===== src/qpc_map.svh =====
// Operation
// Position count is one sixteen bit register
// Phase mode compares A and B phases to count up or down
// Phase mode exists only on channels one and two
// Phase mode ignores prescale select and edge select fields
// Clear source, I/O control, interrupt enables, general registers stay active
// Overflow while counting up sets the overflow flag
// Underflow while counting down sets the underflow flag
// Readable direction flag shows up or down counting
// Software writes the mode register only while the counter is stopped
// Encoder A phase on input A, B phase on input B
// Both encoder inputs are synchronised and edge detected before stepping
// Counter wraps at maximum and at zero and keeps counting
`ifndef QPC_MAP_SVH
`define QPC_MAP_SVH

// ****************************************
// Register offsets
// ****************************************
`define QPC_OFF_CTRL 12'h000
`define QPC_OFF_MODE 12'h004
`define QPC_OFF_IOCTL 12'h008
`define QPC_OFF_IRQEN 12'h00c
`define QPC_OFF_STATUS 12'h010
`define QPC_OFF_CLEAR 12'h014
`define QPC_OFF_COUNT 12'h018
`define QPC_OFF_GRA 12'h01c
`define QPC_OFF_GRB 12'h020
`define QPC_OFF_START 12'h024

// ****************************************
// Fields and codes
// ****************************************
`define QPC_MODE_NORMAL 4'h0
`define QPC_MODE_PHASE 4'h4
`define QPC_CLR_NONE 3'h0
`define QPC_CLR_GRA 3'h1
`define QPC_CLR_GRB 3'h2
`define QPC_FLAG_GRA 0
`define QPC_FLAG_GRB 1
`define QPC_FLAG_OVF 2
`define QPC_FLAG_UNF 3
`define QPC_DIR_BIT 7
`define QPC_COUNT_MAX 16'hffff
`define QPC_COUNT_ZERO 16'h0000
`define QPC_PS_DIV4 6'h03
`define QPC_PS_DIV16 6'h0f
`define QPC_PS_DIV64 6'h3f

`endif


===== src/qpc_pkg.sv =====
`default_nettype none
package qpc_pkg;
   typedef logic [15:0] qpc_count_t;
   typedef logic [3:0] qpc_flags_t;
   typedef struct packed
   {
      logic [2:0] clear_source_select;
      logic [1:0] edge_select_field;
      logic [2:0] prescale_select;
   } qpc_ctrl_t;
endpackage
`default_nettype wire


===== src/qpc_step_if.sv =====
`timescale 1ns/1ps
`default_nettype none
interface qpc_step_if;
   logic up;
   logic dn;
   modport src (output up, output dn);
   modport snk (input up, input dn);
endinterface
`default_nettype wire


===== src/qpc_sync.sv =====
`timescale 1ns/1ps
`default_nettype none
module qpc_sync #(
   parameter int W = 1
) (
   // Clock and reset
   input wire logic pclk,
   input wire logic presetn,
   input wire logic ce,
   // Data
   input wire logic [W-1:0] d,
   output logic [W-1:0] q
);
   logic [W-1:0] meta_reg;

   always_ff @(posedge pclk or negedge presetn)
   begin
      if (!presetn)
      begin
         meta_reg <= '0;
         q <= '0;
      end
      else if (ce)
      begin
         meta_reg <= d;
         q <= meta_reg;
      end
   end
endmodule
`default_nettype wire


===== src/qpc_decoder.sv =====
`timescale 1ns/1ps
`default_nettype none
module qpc_decoder (
   // Clock and reset
   input wire logic pclk,
   input wire logic presetn,
   input wire logic ce,
   // Synchronised phases
   input wire logic a,
   input wire logic b,
   // Steps
   qpc_step_if.src step
);
   logic a_reg;
   logic b_reg;
   logic up_next;
   logic dn_next;

   // ****************************************
   // Quadrature transition table
   // ****************************************
   // A leading B counts up; a double change is a glitch and is dropped
   always_comb
   begin
      up_next = 1'b0;
      dn_next = 1'b0;
      unique case ({a_reg, b_reg, a, b})
         4'b0010, 4'b1011, 4'b1101, 4'b0100: up_next = 1'b1;
         4'b0001, 4'b0111, 4'b1110, 4'b1000: dn_next = 1'b1;
         default: ;
      endcase
   end

   always_ff @(posedge pclk or negedge presetn)
   begin
      if (!presetn)
      begin
         a_reg <= 1'b0;
         b_reg <= 1'b0;
         step.up <= 1'b0;
         step.dn <= 1'b0;
      end
      else if (ce)
      begin
         a_reg <= a;
         b_reg <= b;
         step.up <= up_next;
         step.dn <= dn_next;
      end
   end
endmodule
`default_nettype wire


===== src/qpc_top.sv =====
`timescale 1ns/1ps
`default_nettype none
`include "qpc_map.svh"
module qpc_top #(
   parameter int CHANNEL = 1
) (
   // Clock, reset, enable
   input wire logic pclk,
   input wire logic presetn,
   input wire logic ce,
   // APB slave
   input wire logic psel,
   input wire logic penable,
   input wire logic pwrite,
   input wire logic [11:0] paddr,
   input wire logic [31:0] pwdata,
   output logic [31:0] prdata,
   output logic pready,
   output logic pslverr,
   // Encoder and capture pins
   input wire logic ext_clock_in_a,
   input wire logic ext_clock_in_b,
   input wire logic cap_in_a,
   input wire logic cap_in_b,
   // Outputs
   output logic cmp_out_a,
   output logic cmp_out_b,
   output logic irq
);
   // Only channels 1 and 2 can select phase mode; the phase decoder is built on every channel
   localparam bit PHASE_OK = (CHANNEL == 1) || (CHANNEL == 2);

   qpc_pkg::qpc_ctrl_t counter_control_reg;
   logic [3:0] channel_mode_reg;
   logic [1:0] io_control_reg;
   qpc_pkg::qpc_flags_t irq_enable_reg;
   qpc_pkg::qpc_flags_t flag_register;
   qpc_pkg::qpc_flags_t flag_set;
   qpc_pkg::qpc_count_t position_count;
   qpc_pkg::qpc_count_t count_next;
   qpc_pkg::qpc_count_t gra_reg;
   qpc_pkg::qpc_count_t grb_reg;
   logic run_reg;
   logic direction_flag;
   logic [5:0] ps_cnt_reg;
   logic [5:0] ps_mask;
   logic ps_tick;
   logic phase_mode;
   logic step_up;
   logic step_dn;
   logic [3:0] pins_sync;
   logic cap_a_reg;
   logic cap_b_reg;
   logic cap_a_edge;
   logic cap_b_edge;
   logic hit_a;
   logic hit_b;
   logic do_clear;
   logic wr_en;
   logic rd_en;
   logic addr_ok;
   logic [31:0] rd_data;

   qpc_step_if step_bus ();

   // ****************************************
   // Pin synchronisers and phase decoder
   // ****************************************
   qpc_sync #(
      .W(4)
   ) u_sync (
      .pclk(pclk),
      .presetn(presetn),
      .ce(ce),
      .d({cap_in_b, cap_in_a, ext_clock_in_b, ext_clock_in_a}),
      .q(pins_sync)
   );

   qpc_decoder u_dec (
      .pclk(pclk),
      .presetn(presetn),
      .ce(ce),
      .a(pins_sync[0]),
      .b(pins_sync[1]),
      .step(step_bus.src)
   );

   assign phase_mode = PHASE_OK && (channel_mode_reg == `QPC_MODE_PHASE);
   assign step_up = run_reg && (phase_mode ? step_bus.up : ps_tick);
   assign step_dn = run_reg && phase_mode && step_bus.dn;

   // ****************************************
   // Internal prescaler for normal mode
   // ****************************************
   always_comb
   begin
      unique case (counter_control_reg.prescale_select)
         3'h0: ps_mask = 6'h00;
         3'h1: ps_mask = `QPC_PS_DIV4;
         3'h2: ps_mask = `QPC_PS_DIV16;
         default: ps_mask = `QPC_PS_DIV64;
      endcase
   end
   assign ps_tick = ((ps_cnt_reg & ps_mask) == 6'h00);

   always_ff @(posedge pclk or negedge presetn)
   begin
      if (!presetn)
         ps_cnt_reg <= 6'h00;
      else if (ce)
         ps_cnt_reg <= run_reg ? ps_cnt_reg + 6'h01 : 6'h00;
   end

   // ****************************************
   // Capture edges
   // ****************************************
   always_ff @(posedge pclk or negedge presetn)
   begin
      if (!presetn)
      begin
         cap_a_reg <= 1'b0;
         cap_b_reg <= 1'b0;
      end
      else if (ce)
      begin
         cap_a_reg <= pins_sync[2];
         cap_b_reg <= pins_sync[3];
      end
   end
   assign cap_a_edge = io_control_reg[0] && pins_sync[2] && !cap_a_reg;
   assign cap_b_edge = io_control_reg[1] && pins_sync[3] && !cap_b_reg;

   // ****************************************
   // Counter next value and compare
   // ****************************************
   always_comb
   begin
      count_next = position_count;
      if (step_up)
         count_next = position_count + 16'h0001;
      else if (step_dn)
         count_next = position_count - 16'h0001;
   end

   // Compare counts only on the step that reaches the value
   assign hit_a = (io_control_reg[0] ? cap_a_edge
                  : ((step_up || step_dn) && count_next == gra_reg));
   assign hit_b = (io_control_reg[1] ? cap_b_edge
                  : ((step_up || step_dn) && count_next == grb_reg));
   assign do_clear =
      (counter_control_reg.clear_source_select == `QPC_CLR_GRA && hit_a) ||
      (counter_control_reg.clear_source_select == `QPC_CLR_GRB && hit_b);

   // ****************************************
   // APB decode
   // ****************************************
   assign rd_en = psel && penable && !pwrite && !pready;
   assign wr_en = psel && penable && pwrite && pready;

   always_comb
   begin
      addr_ok = 1'b1;
      rd_data = 32'h0000_0000;
      unique case (paddr)
         `QPC_OFF_CTRL: rd_data[7:0] = counter_control_reg;
         `QPC_OFF_MODE: rd_data[3:0] = channel_mode_reg;
         `QPC_OFF_IOCTL: rd_data[1:0] = io_control_reg;
         `QPC_OFF_IRQEN: rd_data[3:0] = irq_enable_reg;
         `QPC_OFF_STATUS:
         begin
            rd_data[3:0] = flag_register;
            rd_data[`QPC_DIR_BIT] = direction_flag;
         end
         `QPC_OFF_CLEAR: rd_data = 32'h0000_0000;
         `QPC_OFF_COUNT: rd_data[15:0] = position_count;
         `QPC_OFF_GRA: rd_data[15:0] = gra_reg;
         `QPC_OFF_GRB: rd_data[15:0] = grb_reg;
         `QPC_OFF_START: rd_data[0] = run_reg;
         default: addr_ok = 1'b0;
      endcase
   end

   // One wait state: pready rises the cycle after the access phase opens
   always_ff @(posedge pclk or negedge presetn)
   begin
      if (!presetn)
      begin
         pready <= 1'b0;
         pslverr <= 1'b0;
         prdata <= 32'h0000_0000;
      end
      else if (ce)
      begin
         pready <= psel && penable && !pready;
         pslverr <= psel && penable && !pready && !addr_ok;
         if (rd_en)
            prdata <= rd_data;
      end
   end

   // ****************************************
   // Control registers
   // ****************************************
   always_ff @(posedge pclk or negedge presetn)
   begin
      if (!presetn)
      begin
         counter_control_reg <= '0;
         channel_mode_reg <= `QPC_MODE_NORMAL;
         io_control_reg <= 2'b00;
         irq_enable_reg <= 4'h0;
         run_reg <= 1'b0;
      end
      else if (ce && wr_en)
      begin
         unique case (paddr)
            `QPC_OFF_CTRL: counter_control_reg <= pwdata[7:0];
            `QPC_OFF_MODE: channel_mode_reg <= pwdata[3:0];
            `QPC_OFF_IOCTL: io_control_reg <= pwdata[1:0];
            `QPC_OFF_IRQEN: irq_enable_reg <= pwdata[3:0];
            `QPC_OFF_START: run_reg <= pwdata[0];
            default: ;
         endcase
      end
   end

   // ****************************************
   // Position counter and general registers
   // ****************************************
   always_ff @(posedge pclk or negedge presetn)
   begin
      if (!presetn)
         position_count <= `QPC_COUNT_ZERO;
      else if (ce)
      begin
         // Software write wins over a step in the same cycle
         if (wr_en && paddr == `QPC_OFF_COUNT)
            position_count <= pwdata[15:0];
         else if (do_clear)
            position_count <= `QPC_COUNT_ZERO;
         else
            position_count <= count_next;
      end
   end

   always_ff @(posedge pclk or negedge presetn)
   begin
      if (!presetn)
      begin
         gra_reg <= `QPC_COUNT_MAX;
         grb_reg <= `QPC_COUNT_MAX;
      end
      else if (ce)
      begin
         if (cap_a_edge)
            gra_reg <= position_count;
         else if (wr_en && paddr == `QPC_OFF_GRA)
            gra_reg <= pwdata[15:0];
         if (cap_b_edge)
            grb_reg <= position_count;
         else if (wr_en && paddr == `QPC_OFF_GRB)
            grb_reg <= pwdata[15:0];
      end
   end

   // ****************************************
   // Direction and compare outputs
   // ****************************************
   always_ff @(posedge pclk or negedge presetn)
   begin
      if (!presetn)
         direction_flag <= 1'b1;
      else if (ce)
      begin
         if (step_dn)
            direction_flag <= 1'b0;
         else if (step_up)
            direction_flag <= 1'b1;
      end
   end

   always_ff @(posedge pclk or negedge presetn)
   begin
      if (!presetn)
      begin
         cmp_out_a <= 1'b0;
         cmp_out_b <= 1'b0;
      end
      else if (ce)
      begin
         if (hit_a && !io_control_reg[0])
            cmp_out_a <= !cmp_out_a;
         if (hit_b && !io_control_reg[1])
            cmp_out_b <= !cmp_out_b;
      end
   end

   // ****************************************
   // Status flags and interrupt
   // ****************************************
   always_comb
   begin
      flag_set = 4'h0;
      flag_set[`QPC_FLAG_GRA] = hit_a;
      flag_set[`QPC_FLAG_GRB] = hit_b;
      flag_set[`QPC_FLAG_OVF] = step_up && position_count == `QPC_COUNT_MAX;
      flag_set[`QPC_FLAG_UNF] = step_dn && position_count == `QPC_COUNT_ZERO;
   end

   // A new event outranks a clear arriving in the same cycle
   always_ff @(posedge pclk or negedge presetn)
   begin
      if (!presetn)
         flag_register <= 4'h0;
      else if (ce)
      begin
         if (wr_en && paddr == `QPC_OFF_CLEAR)
            flag_register <= (flag_register & ~pwdata[3:0]) | flag_set;
         else
            flag_register <= flag_register | flag_set;
      end
   end

   always_ff @(posedge pclk or negedge presetn)
   begin
      if (!presetn)
         irq <= 1'b0;
      else if (ce)
         irq <= |(flag_register & irq_enable_reg);
   end
endmodule
`default_nettype wire


===== config.mk =====
export PLATFORM = sky130hd
export DESIGN_NAME = qpc_top
export DESIGN_NICKNAME = d
export VERILOG_FILES = /design/src/qpc_pkg.sv /design/src/qpc_step_if.sv /design/src/qpc_sync.sv /design/src/qpc_decoder.sv /design/src/qpc_top.sv
export VERILOG_INCLUDE_DIRS = /design/src
export SDC_FILE = /design/constraint.sdc
export NUM_CORES = 1
export LEC_CHECK = 0
export BUFFER_PORTS_ARGS = -buffer_cell sky130_fd_sc_hd__buf_2
export CORE_MARGIN = 3
export CORE_UTILIZATION = 25
export CTS_CLUSTER_SIZE = 14
export DETAILED_ROUTE_END_ITERATION = 7
export HOLD_SLACK_MARGIN = 0.05
export MAX_ROUTING_LAYER = met4
export SYNTH_ARGS = -nofsm -noshare
export SYNTH_HDL_FRONTEND = slang
export SYNTH_SLANG_ARGS = --single-unit

===== constraint.sdc =====
create_clock -name pclk -period 6.2 [get_ports pclk]
set_clock_uncertainty 0.1 [all_clocks]
set_input_delay 0.31 -clock pclk [delete_from_list [all_inputs] [get_ports pclk]]
set_output_delay 0.31 -clock pclk [all_outputs]
set_load 0.05 [all_outputs]

# --- After elaboration in Yosys (flattened, before gate mapping) ---
# Index checks and enable logic that the tools add are counted.
op_classes:
  reduce_logical: 60
  muxes: 25
  add_sub_neg: 3
  n_bitwise: 6
  n_eq_ne: 25
op_table:
  columns: ["operator", "count"]
  rows:
  - ["$mux W16", 8]
  - ["$eq A12 B5 Y1 const B", 4]
  - ["$eq A16 B16 Y1", 2]
  - ["$logic_and A1 B1 Y1", 27]
  - ["$eq A12 B4 Y1 const B", 2]
  - ["$eq A12 B6 Y1 const B", 2]
  - ["$pmux W8 S3", 1]
  - ["$reduce_and A2 Y1", 11]
  - ["$pmux W6 S3", 1]
  - ["$add A16 B1 Y16 const B", 1]
  - ["$eq A16 B16 Y1 const B", 1]
  - ["$eq A4 B4 Y1 const B", 4]
  - ["$logic_not A16 Y1", 1]
  - ["$sub A16 B1 Y16 const B", 1]
  - ["$pmux W2 S7", 1]
  - ["$eq A12 B3 Y1 const B", 1]
  - ["$eq A4 B3 Y1 const B", 3]
  - ["$logic_not A12 Y1", 1]
  - ["$pmux W3 S4", 1]
  - ["$reduce_or A4 Y1", 3]
  - ["$reduce_or A10 Y1", 1]
  - ["$logic_not A1 Y1", 9]
  - ["$pmux W1 S9", 1]
  - ["$and A4 B4 Y4", 2]
  - ["17 further kinds", 30]
word_totals:
  out_inout_bits: 37
  in_bits: 54
  reg_bits: 113
  word_cells: 146

# --- Depth between registers and ports, before layout ---
# Gate-level depths: netlist of run 1.
logic_depth:
  word_depth: 14
  ltp_mapped: 15
  depth_no_buf: 12

# --- Modules after synthesis ---
# From an unflattened synthesis of run 1, not the netlist that was laid out.
unflattened:
  hier_cells: 955
  hier_area_um2: 8254.2
by_module_without_submodules:
  columns: ["mod", "instances", "cells_each", "seq_area_each_um2", "area_per_inst_um2"]
  rows:
  - ["qpc_top", 1, 925, 2568.7, 7744.9]
  - ["qpc_sync", 1, 17, 200.2, 331.6]
  - ["qpc_decoder", 1, 13, 100.1, 177.7]

# --- Worst setup path after synthesis of run 1 ---
# OpenSTA, ideal clock, no wires.
synth_timing:
  kind: "reg2reg"
  startpoint: "register position_count[0]"
  endpoint: "register position_count[10]"
  stages_incl_launch_ff: 12
  setup_time_ns: 0.126
  required_ns: 5.974
  slack_ns: 2.697
  period_less_slack_ns: 3.503
  n_path_buf: 1
  t_arrival_ns: 3.277
  cell_sequence: "dfrtp_1 > buf_2 > nor3b_1 > nand3_1 > nor4_1 > a32oi_2 > xnor3_1 > nand4b_1 > or4b_1 > o32ai_2 > o21ai_2 > a311o_1"
synth_via:
  elab_chain_len: 10
  word_cells_on_any_way: 15
  cone_classes: "2 x add/sub; 2 x eq/ne; 6 x mux; 5 x reduce/logical"
synth_rtl:
  columns: ["element", "line_no", "source"]
  rows:
  - ["start, declared", "qpc_top.sv:39", "qpc_pkg::qpc_count_t position_count;"]
  - ["start signal, assigned", "qpc_top.sv:233", "position_count <= `QPC_COUNT_ZERO;"]
  - ["start signal, assigned", "qpc_top.sv:238", "position_count <= pwdata[15:0];"]
  - ["start signal, assigned", "qpc_top.sv:240", "position_count <= `QPC_COUNT_ZERO;"]
  - ["$sub A16 B1 Y16", "qpc_top.sv:142", "count_next = position_count - 16'h0001;"]
  - ["$mux W16", "qpc_top.sv:141", "else if (step_dn)"]
  - ["$mux W16 (*)", "qpc_top.sv:139", "if (step_up)"]
  - ["$eq A16 B16 Y1, on equally long branches", "qpc_top.sv:147, qpc_top.sv:149", null]
  - ["$logic_and A1 B1 Y1, on equally long branches", "qpc_top.sv:147, qpc_top.sv:149", null]
  - ["$mux W1, on equally long branches", "qpc_top.sv:146, qpc_top.sv:148", null]
  - ["$logic_and A1 B1 Y1, on equally long branches", "qpc_top.sv:151, qpc_top.sv:152", null]
  - ["$logic_or A1 B1 Y1", "qpc_top.sv:151", "(counter_control_reg.clear_source_select == `QPC_CLR_GRA && hit_a) ||"]
  - ["$mux W16 (*)", "qpc_top.sv:239", "else if (do_clear)"]
  - ["$mux W16 (*)", "qpc_top.sv:237", "if (wr_en && paddr == `QPC_OFF_COUNT)"]
# Mark *: on every way between the ends. The rest lies on a longest branch, timed or not.
# A chain may end at the register's enable or synchronous reset.

# --- Worst setup path in the final report of run 1 ---
# Ends and elaborated chain as after synthesis.

==> results.md, run 1 <==
- Outcome: finished, final reports clean
- Synth area leaders: dfrtp_1, dfstp_2, nand2_1
- Placed Instances: 1,493
- Via-per-instance ratio: 5.60
- Hold EP: position_count[11]
- Slew @ Worst Pin: 1.10 ns
- Critical Path RT: 6.40 ns
- Main combinational cell family by area after synthesis: simple AND/OR/NAND/NOR gates
- Internal power: 0.00189 W
- Post-synthesis cell area: 8660 µm²
- Layout cell share with drive strength beyond 1: 0.182
- Final nets: 1,128
- Initial core utilization: 0.256
- Worst VDD drop: 264 µV
- RSZ-0062 raised after global routing: false
- Endpoints failing setup: 0
- Area growth, synth to finish: 14.8%
- Min-delay src: pwdata[11]
- Logic pwr share: 0.388
- Clock-pin slew on the worst setup and hold paths: 0.06 ns
- CTS tree: built
- Non-filler cells, final: 1,531
- Number of antenna diodes: 0
- CTS sink cnt: 113
- Async SR Flop Fraction: 1.00
- Fraction of the mapped netlist area in simple logic gates: 0.251
- Chip Width: 192 µm
- Design Area, Final: 9940 µm²
- Post-Synth XOR/XNOR Area: 0.0477
- Number of global-route vias before repair: 8,298
- Number of max-cap violations: 0
- EDFF count, synth: 0
- Crit share post-route: 0.764
- H-tree depth: 4
- First-pass GRT wire length: 51,000 µm
- Initial antenna violation count: 0
- Min-Delay Path Class: in2reg
- DRT iter0 DRCs: 958
- GR Layer Usage met2: 0.281
- Sw Share: 0.427
- Final hold viol count: 0
- Critical-path maximum fanout: 11
- R2R cell count: 10
- Max-slew headroom: 0.262
- Register share of total power: 0.329
- Kind of critical path: reg2reg
- CTS root buf: clkbuf_16
- Cell variety after synth: 88
- Largest net degree at the start of global routing: 78
- Crit path DAT: 4.94 ns
- Synth Area in Compound Gates: 0.227
- CTS Buffer Depth: 2
- Hold depth: 3
- Total GRT Usage: 0.187
- Reg2Reg Setup Slack: 1.47 ns
- Mux share of post-synthesis cell area: 0.0790
- # DRC: 0
- Met3 usage: 0.0316
- DR vias: 8,580
- Clk pwr share: 0.283
- FF+latch count, synth: 113
- Syn Inst Count: 1,044
- Avg Inst Size Synth: 8.29 µm²
- Die Y-Extent: 192 µm
- FF-to-FF Start: position_count[0]
- Fmax: 0.211 GHz
- Final ANT Viol Nets: 0
- M1 GR Usage: 0.247
- Sum Neg Setup Slack: 0 ns
- Sw power: 0.00141 W
- Ports: 91
- Synth top area share: 0.231
- Top post-synthesis cells by count: nand2_1, dfrtp_1, nor2_1, o21ai_0, clkbuf_1
- Drt pass-1 iters: 7
- Main synth FF type: dfrtp_1
- Post-CTS Resized: 0
- I/O Buffers: 58
- Final GP Congestion: 1.03
- Final wirelength: 33,300 µm
- Total CTS buffers: 17
- GRT busiest layer: met2
- CP Capture Type: flop
- Routed WL per cell: 21.8 µm
- Fin. max-slew vios: 0
- Register area share after synthesis: 0.331
- Fill cells: 3,655
- Die area: 36,900 µm²
- Crit path launch type: flop
- RR Endpoint: position_count[10]
- Adder-cell area share of the yosys netlist: 0.00578
- Area leader, netlist: dfrtp_1
- GR Overflow Total: 0
- Synth warn: 0
- Lkg Pwr: 3.99 nW
- Placed Instance Area: 9330 µm²
- Core area: 33,900 µm²
- Crit path time final: 4.73 ns
- Clk_lat worst skew: 0.43 ns
- Row count: 67
- HPWL Detailed: 24,700 µm
- Most frequent cell after synthesis: nand2_1
- Pwr dens: 332 nW/µm²
[power by group through the flow]
stage | combinational, W | clock (W) | sequential (W)
after floorplan | 0.00103 | 0 | 0.000886
after global placement | 0.00124 | 0 | 0.00109
after detailed placement | 0.00124 | 0 | 0.00109
after CTS | 0.00125 | 0.000954 | 0.00107
after global routing | 0.00138 | 0.000984 | 0.00111
final | 0.00128 | 0.000934 | 0.00109
[placed cells by master (no fill, tap or decap), types with 9 or more instances in the layout]
cell,count
a21o_1,11
a21oi_1,39
a221oi_1,10
a222oi_1,18
a22oi_1,9
a31oi_1,9
and3_1,10
buf_2,57
buf_4,26
clkbuf_16,17
conb_1,16
dfrtp_1,80
dfstp_2,33
inv_1,16
mux2_2,34
mux2i_1,29
nand2_1,134
nand2b_1,12
nand3_1,36
nand4_1,15
nor2_1,80
nor2b_1,10
nor3_1,41
nor4_1,23
o21ai_0,71
o31ai_1,11
or3_1,19
xnor2_1,23
xor2_1,19
[routing by layer]
metal / wire length (µm) / part of all wire
met1: 14800 / 0.44
met4: 1350 / 0.041
met3: 2160 / 0.065
met5: 0 / 0
met2: 15000 / 0.45
[timing repair]
action                                 in CTS  in global routing
hold buffers                                6                  0
buffers inserted                            0                  0
endpoints found under the hold margin      37                  0
[per-stage QoR]
| stage | util | power (W) | hold slack, ns | setup WS, ns |
|---|---|---|---|---|
| 2_1_floorplan | - | 0.00192 | -0.0856 | 2.70 |
| 3_3_place_gp | 0.275 | 0.00233 | 0.195 | 1.60 |
| 3_5_place_dp | 0.275 | 0.00233 | 0.194 | 1.61 |
| 4_1_cts | 0.294 | 0.00328 | 0.0534 | 1.59 |
| 5_1_grt | 0.294 | 0.00347 | 0.0869 | 1.38 |
| 6_report | 0.294 | 0.00330 | 0.0734 | 1.47 |
[worst max-delay path: stages, from the launching register on]
cell	delay, ns
dfrtp_1	0.55
nor3b_1	0.65
nand3_1	0.32
nor4_1	0.68
a32oi_2	0.26
xnor3_1	0.31
nand4b_1	0.22
or4b_1	0.56
o32ai_2	0.36
o21ai_2	0.19
a311o_1	0.40
[cell type report]
cell class,count,area (µm²),share of cell area
clock inverter,7,87.6,0.00881
clock buffer,25,465,0.0468
inverter,18,67.6,0.00680
multi-input combinational,831,5350,0.538
tap,448,561,0.0564
sequential,113,2870,0.289
timing repair buffer,89,541,0.0544
[worst max path at each step]
stage                              startpoint            endpoint  slack (ns)  depth (start not counted)
after floorplan             position_count[0]  position_count[10]        2.70                         11
after global placement    channel_mode_reg[3]  position_count[10]        1.60                         10
after detailed placement  channel_mode_reg[3]   position_count[3]        1.61                         10
after CTS                 channel_mode_reg[3]   position_count[6]        1.59                         10
after global routing        position_count[0]  position_count[10]        1.38                         10
final                       position_count[0]  position_count[10]        1.47                         10
[kinds of logic (layout without fill, tap and decap cells)]
| kind of cell | after synthesis | in the layout |
|---|---|---|
| multiplexers | 64 | 64 |
| buffers and inverters | 115 | 139 |
| XOR/XNOR | 44 | 44 |
| flip-flops | 113 | 113 |
| adder cells (fa/ha/maj) | 4 | 4 |
| AND/OR/NAND/NOR | 430 | 430 |
| AO/OA/AOI/OAI | 273 | 273 |
| other | 1 | 16 |
No activity file was read; power rests on OpenSTA's default activity.
==> run 2: changes to the inputs <==
==> constraint.sdc (replaced) <==
create_clock -name pclk -period 3.8 [get_ports pclk]
set_clock_uncertainty 0.1 [all_clocks]
set_input_delay 0.19 -clock pclk [delete_from_list [all_inputs] [get_ports pclk]]
set_output_delay 0.19 -clock pclk [all_outputs]
set_load 0.05 [all_outputs]
==> run 2 against run 1 <==
Net effect: register-to-register slack worse by 1.4 ns; global-route usage up 1.6 points; hold slack better by 0.059 ns; utilization up 4.7 points; clock power up 67%; fmax up 27%; combinational power up 140%; sequential power up 47%; setup slack worse by 1.4 ns; critical path type unchanged; largest cell class unchanged; largest power group unchanged.
==> results.md, run 2 (same netlist as run 1, synthesis figures left out) <==
- Min setup slack post-route: 0.0642 ns
- Number of max-cap violations: 0
- Chip Width: 192 µm
- Via-per-instance ratio: 5.49
- Outcome: finished, final reports clean
- Bufs and invs on worst path: 1
- Lkg Pwr: 4.84 nW
- RSZ-0062 raised after global routing: true
- Crit path launch type: flop
- DRT iter0 DRCs: 1,164
- Fmax: 0.268 GHz
- CTS tree: built
- Critical Path RT: 4.00 ns
- DR vias: 9,285
- Drt pass-1 iters: 6
- Pre-CTS WS: -0.156 ns
- CTS Buffer Depth: 2
- Clock-pin slew on the worst setup and hold paths: 0.06 ns
- Ports: 91
- First-pass GRT wire length: 55,800 µm
- CP Capture Type: flop
- Min-Delay Path Class: in2reg
- Largest net degree at the start of global routing: 68
- Initial core utilization: 0.256
- Fin. max-slew vios: 0
- CP top delay family: compound AO/OA/AOI/OAI gates
- HPWL Detailed: 27,900 µm
- Routed WL per cell: 21.4 µm
- Die Y-Extent: 192 µm
- Worst-path cell chain: or4b_4 > o211ai_4 > buf_6 > o21a_4 > o22a_1 > mux2_2 > or3_1 > nor4_2 > a32oi_2 > a41o_1 > a311o_1
- Critical-path maximum fanout: 5
- Final GP Congestion: 1.01
- Core area: 33,900 µm²
- Final nets: 1,287
- Commonest non-fill, non-tap cell in the layout: buf_4
- Crit-path slowest cell: or4b_4
- Total CTS buffers: 17
- Crit share post-route: 0.983
- GR Overflow Total: 0
- CTS sink cnt: 113
- Slew @ Worst Pin: 1.16 ns
- Crit path DAT: 3.94 ns
- Critical Path Max Stage Delay: 0.60 ns
- Layout cell share with drive strength beyond 1: 0.312
- Total chip power: 0.00619 W
- Kind of critical path: reg2reg
- I/O Buffers: 58
- Area growth, synth to finish: 33.2%
- CTS root buf: clkbuf_16
- Commonest non-fill, non-tap cells in the layout: buf_4, nand2_1, nor2_1, dfrtp_1, o21ai_0
- Endpoints failing setup: 0
- # DRC: 0
- Reg2Reg Setup Slack: 0.06 ns
- Sum Neg Setup Slack: 0 ns
- Initial antenna violation count: 1
- Clk_lat worst skew: 0.43 ns
- Final ANT Viol Nets: 0
- Total GRT Usage: 0.203
- Final hold viol count: 0
- Worst VDD drop: 343 µV
- Pwr dens: 537 nW/µm²
- Row count: 67
- H-tree depth: 4
- Number of global-route vias before repair: 9,192
- Die area: 36,900 µm²
- Crit path time final: 3.74 ns
- Final wirelength: 36,100 µm
- Max-slew headroom: 0.222
## run 2: changes by cell type in the layout (fill, tap and decap cells not counted), moves of 4 or more
cell / before / now
nor4_2: 3 / 10
dlygate4sd3_1: 6 / 21
buf_4: 26 / 164
clkbuf_1: 7 / 3
nor4_1: 23 / 15
## run 2: timing repair
action,CTS,global route
setup buffers,6,5
pin swaps,7,17
hold buffers,21,0
hold endpoints to repair,101,0
setup endpoints to repair,4,17
resized for setup,6,52
## run 2: layout make-up
class / count / area, µm²
diodes: 2 / 5.00
multi-input cells: 831 / 5640
inverters: 18 / 67.6
clock inverters: 10 / 111
repair buffers: 248 / 1820
flip-flops and latches: 113 / 2870
clock buffers: 22 / 464
well taps: 448 / 561
fillers: 3574 / 22300
## run 2: stage by stage
stage | std cells | cell area, µm² | utilization | hold WS [ns]
floorplan | 1059 | 8720 | - | -0.206
global placement | 1626 | 10400 | 0.306 | 0.251
detailed placement | 1626 | 10400 | 0.306 | 0.260
CTS | 1685 | 11200 | 0.331 | 0.103
global route | 1691 | 11500 | 0.341 | 0.165
finish | 1692 | 11500 | 0.341 | 0.132
## run 2: worst paths after layout
kind                                          start                 end  depth (start not counted)
worst max-delay path            channel_mode_reg[0]  position_count[10]                         11
worst min-delay path                        penable              pready                          3
worst max register to register  channel_mode_reg[0]  position_count[10]                         11
worst min register to register            cmp_out_b           cmp_out_b                          1
max in group asynchronous                   presetn         gra_reg[14]                          3
min in group asynchronous                   presetn   irq_enable_reg[3]                          2
## run 2: worst min-delay path, delay by kind of cell
family | cells | cell delay (ns)
compound gates | 1 | 0.14
buf+inv | 1 | 0.10
simple gates | 1 | 0.16
## run 2: where the power goes
part / internal (W) / switching, W / total [W]
combinational: 0.00129 / 0.00174 / 0.00303
clock: 0.000994 / 0.000571 / 0.00156
sequential: 0.00134 / 0.000258 / 0.00160
total: 0.00363 / 0.00257 / 0.00619
## run 2: metal layers
| layer | vias to the layer above | routed length, µm | part of all wire | track usage |
|---|---|---|---|---|
| met5 | - | 0 | 0 | - |
| met1 | 4553 | 16000 | 0.44 | 0.265 |
| met4 | 0 | 1200 | 0.033 | 0.0706 |
| met3 | 74 | 2300 | 0.064 | 0.0268 |
| met2 | 414 | 16700 | 0.46 | 0.324 |
| li1 | 4244 | - | - | - |
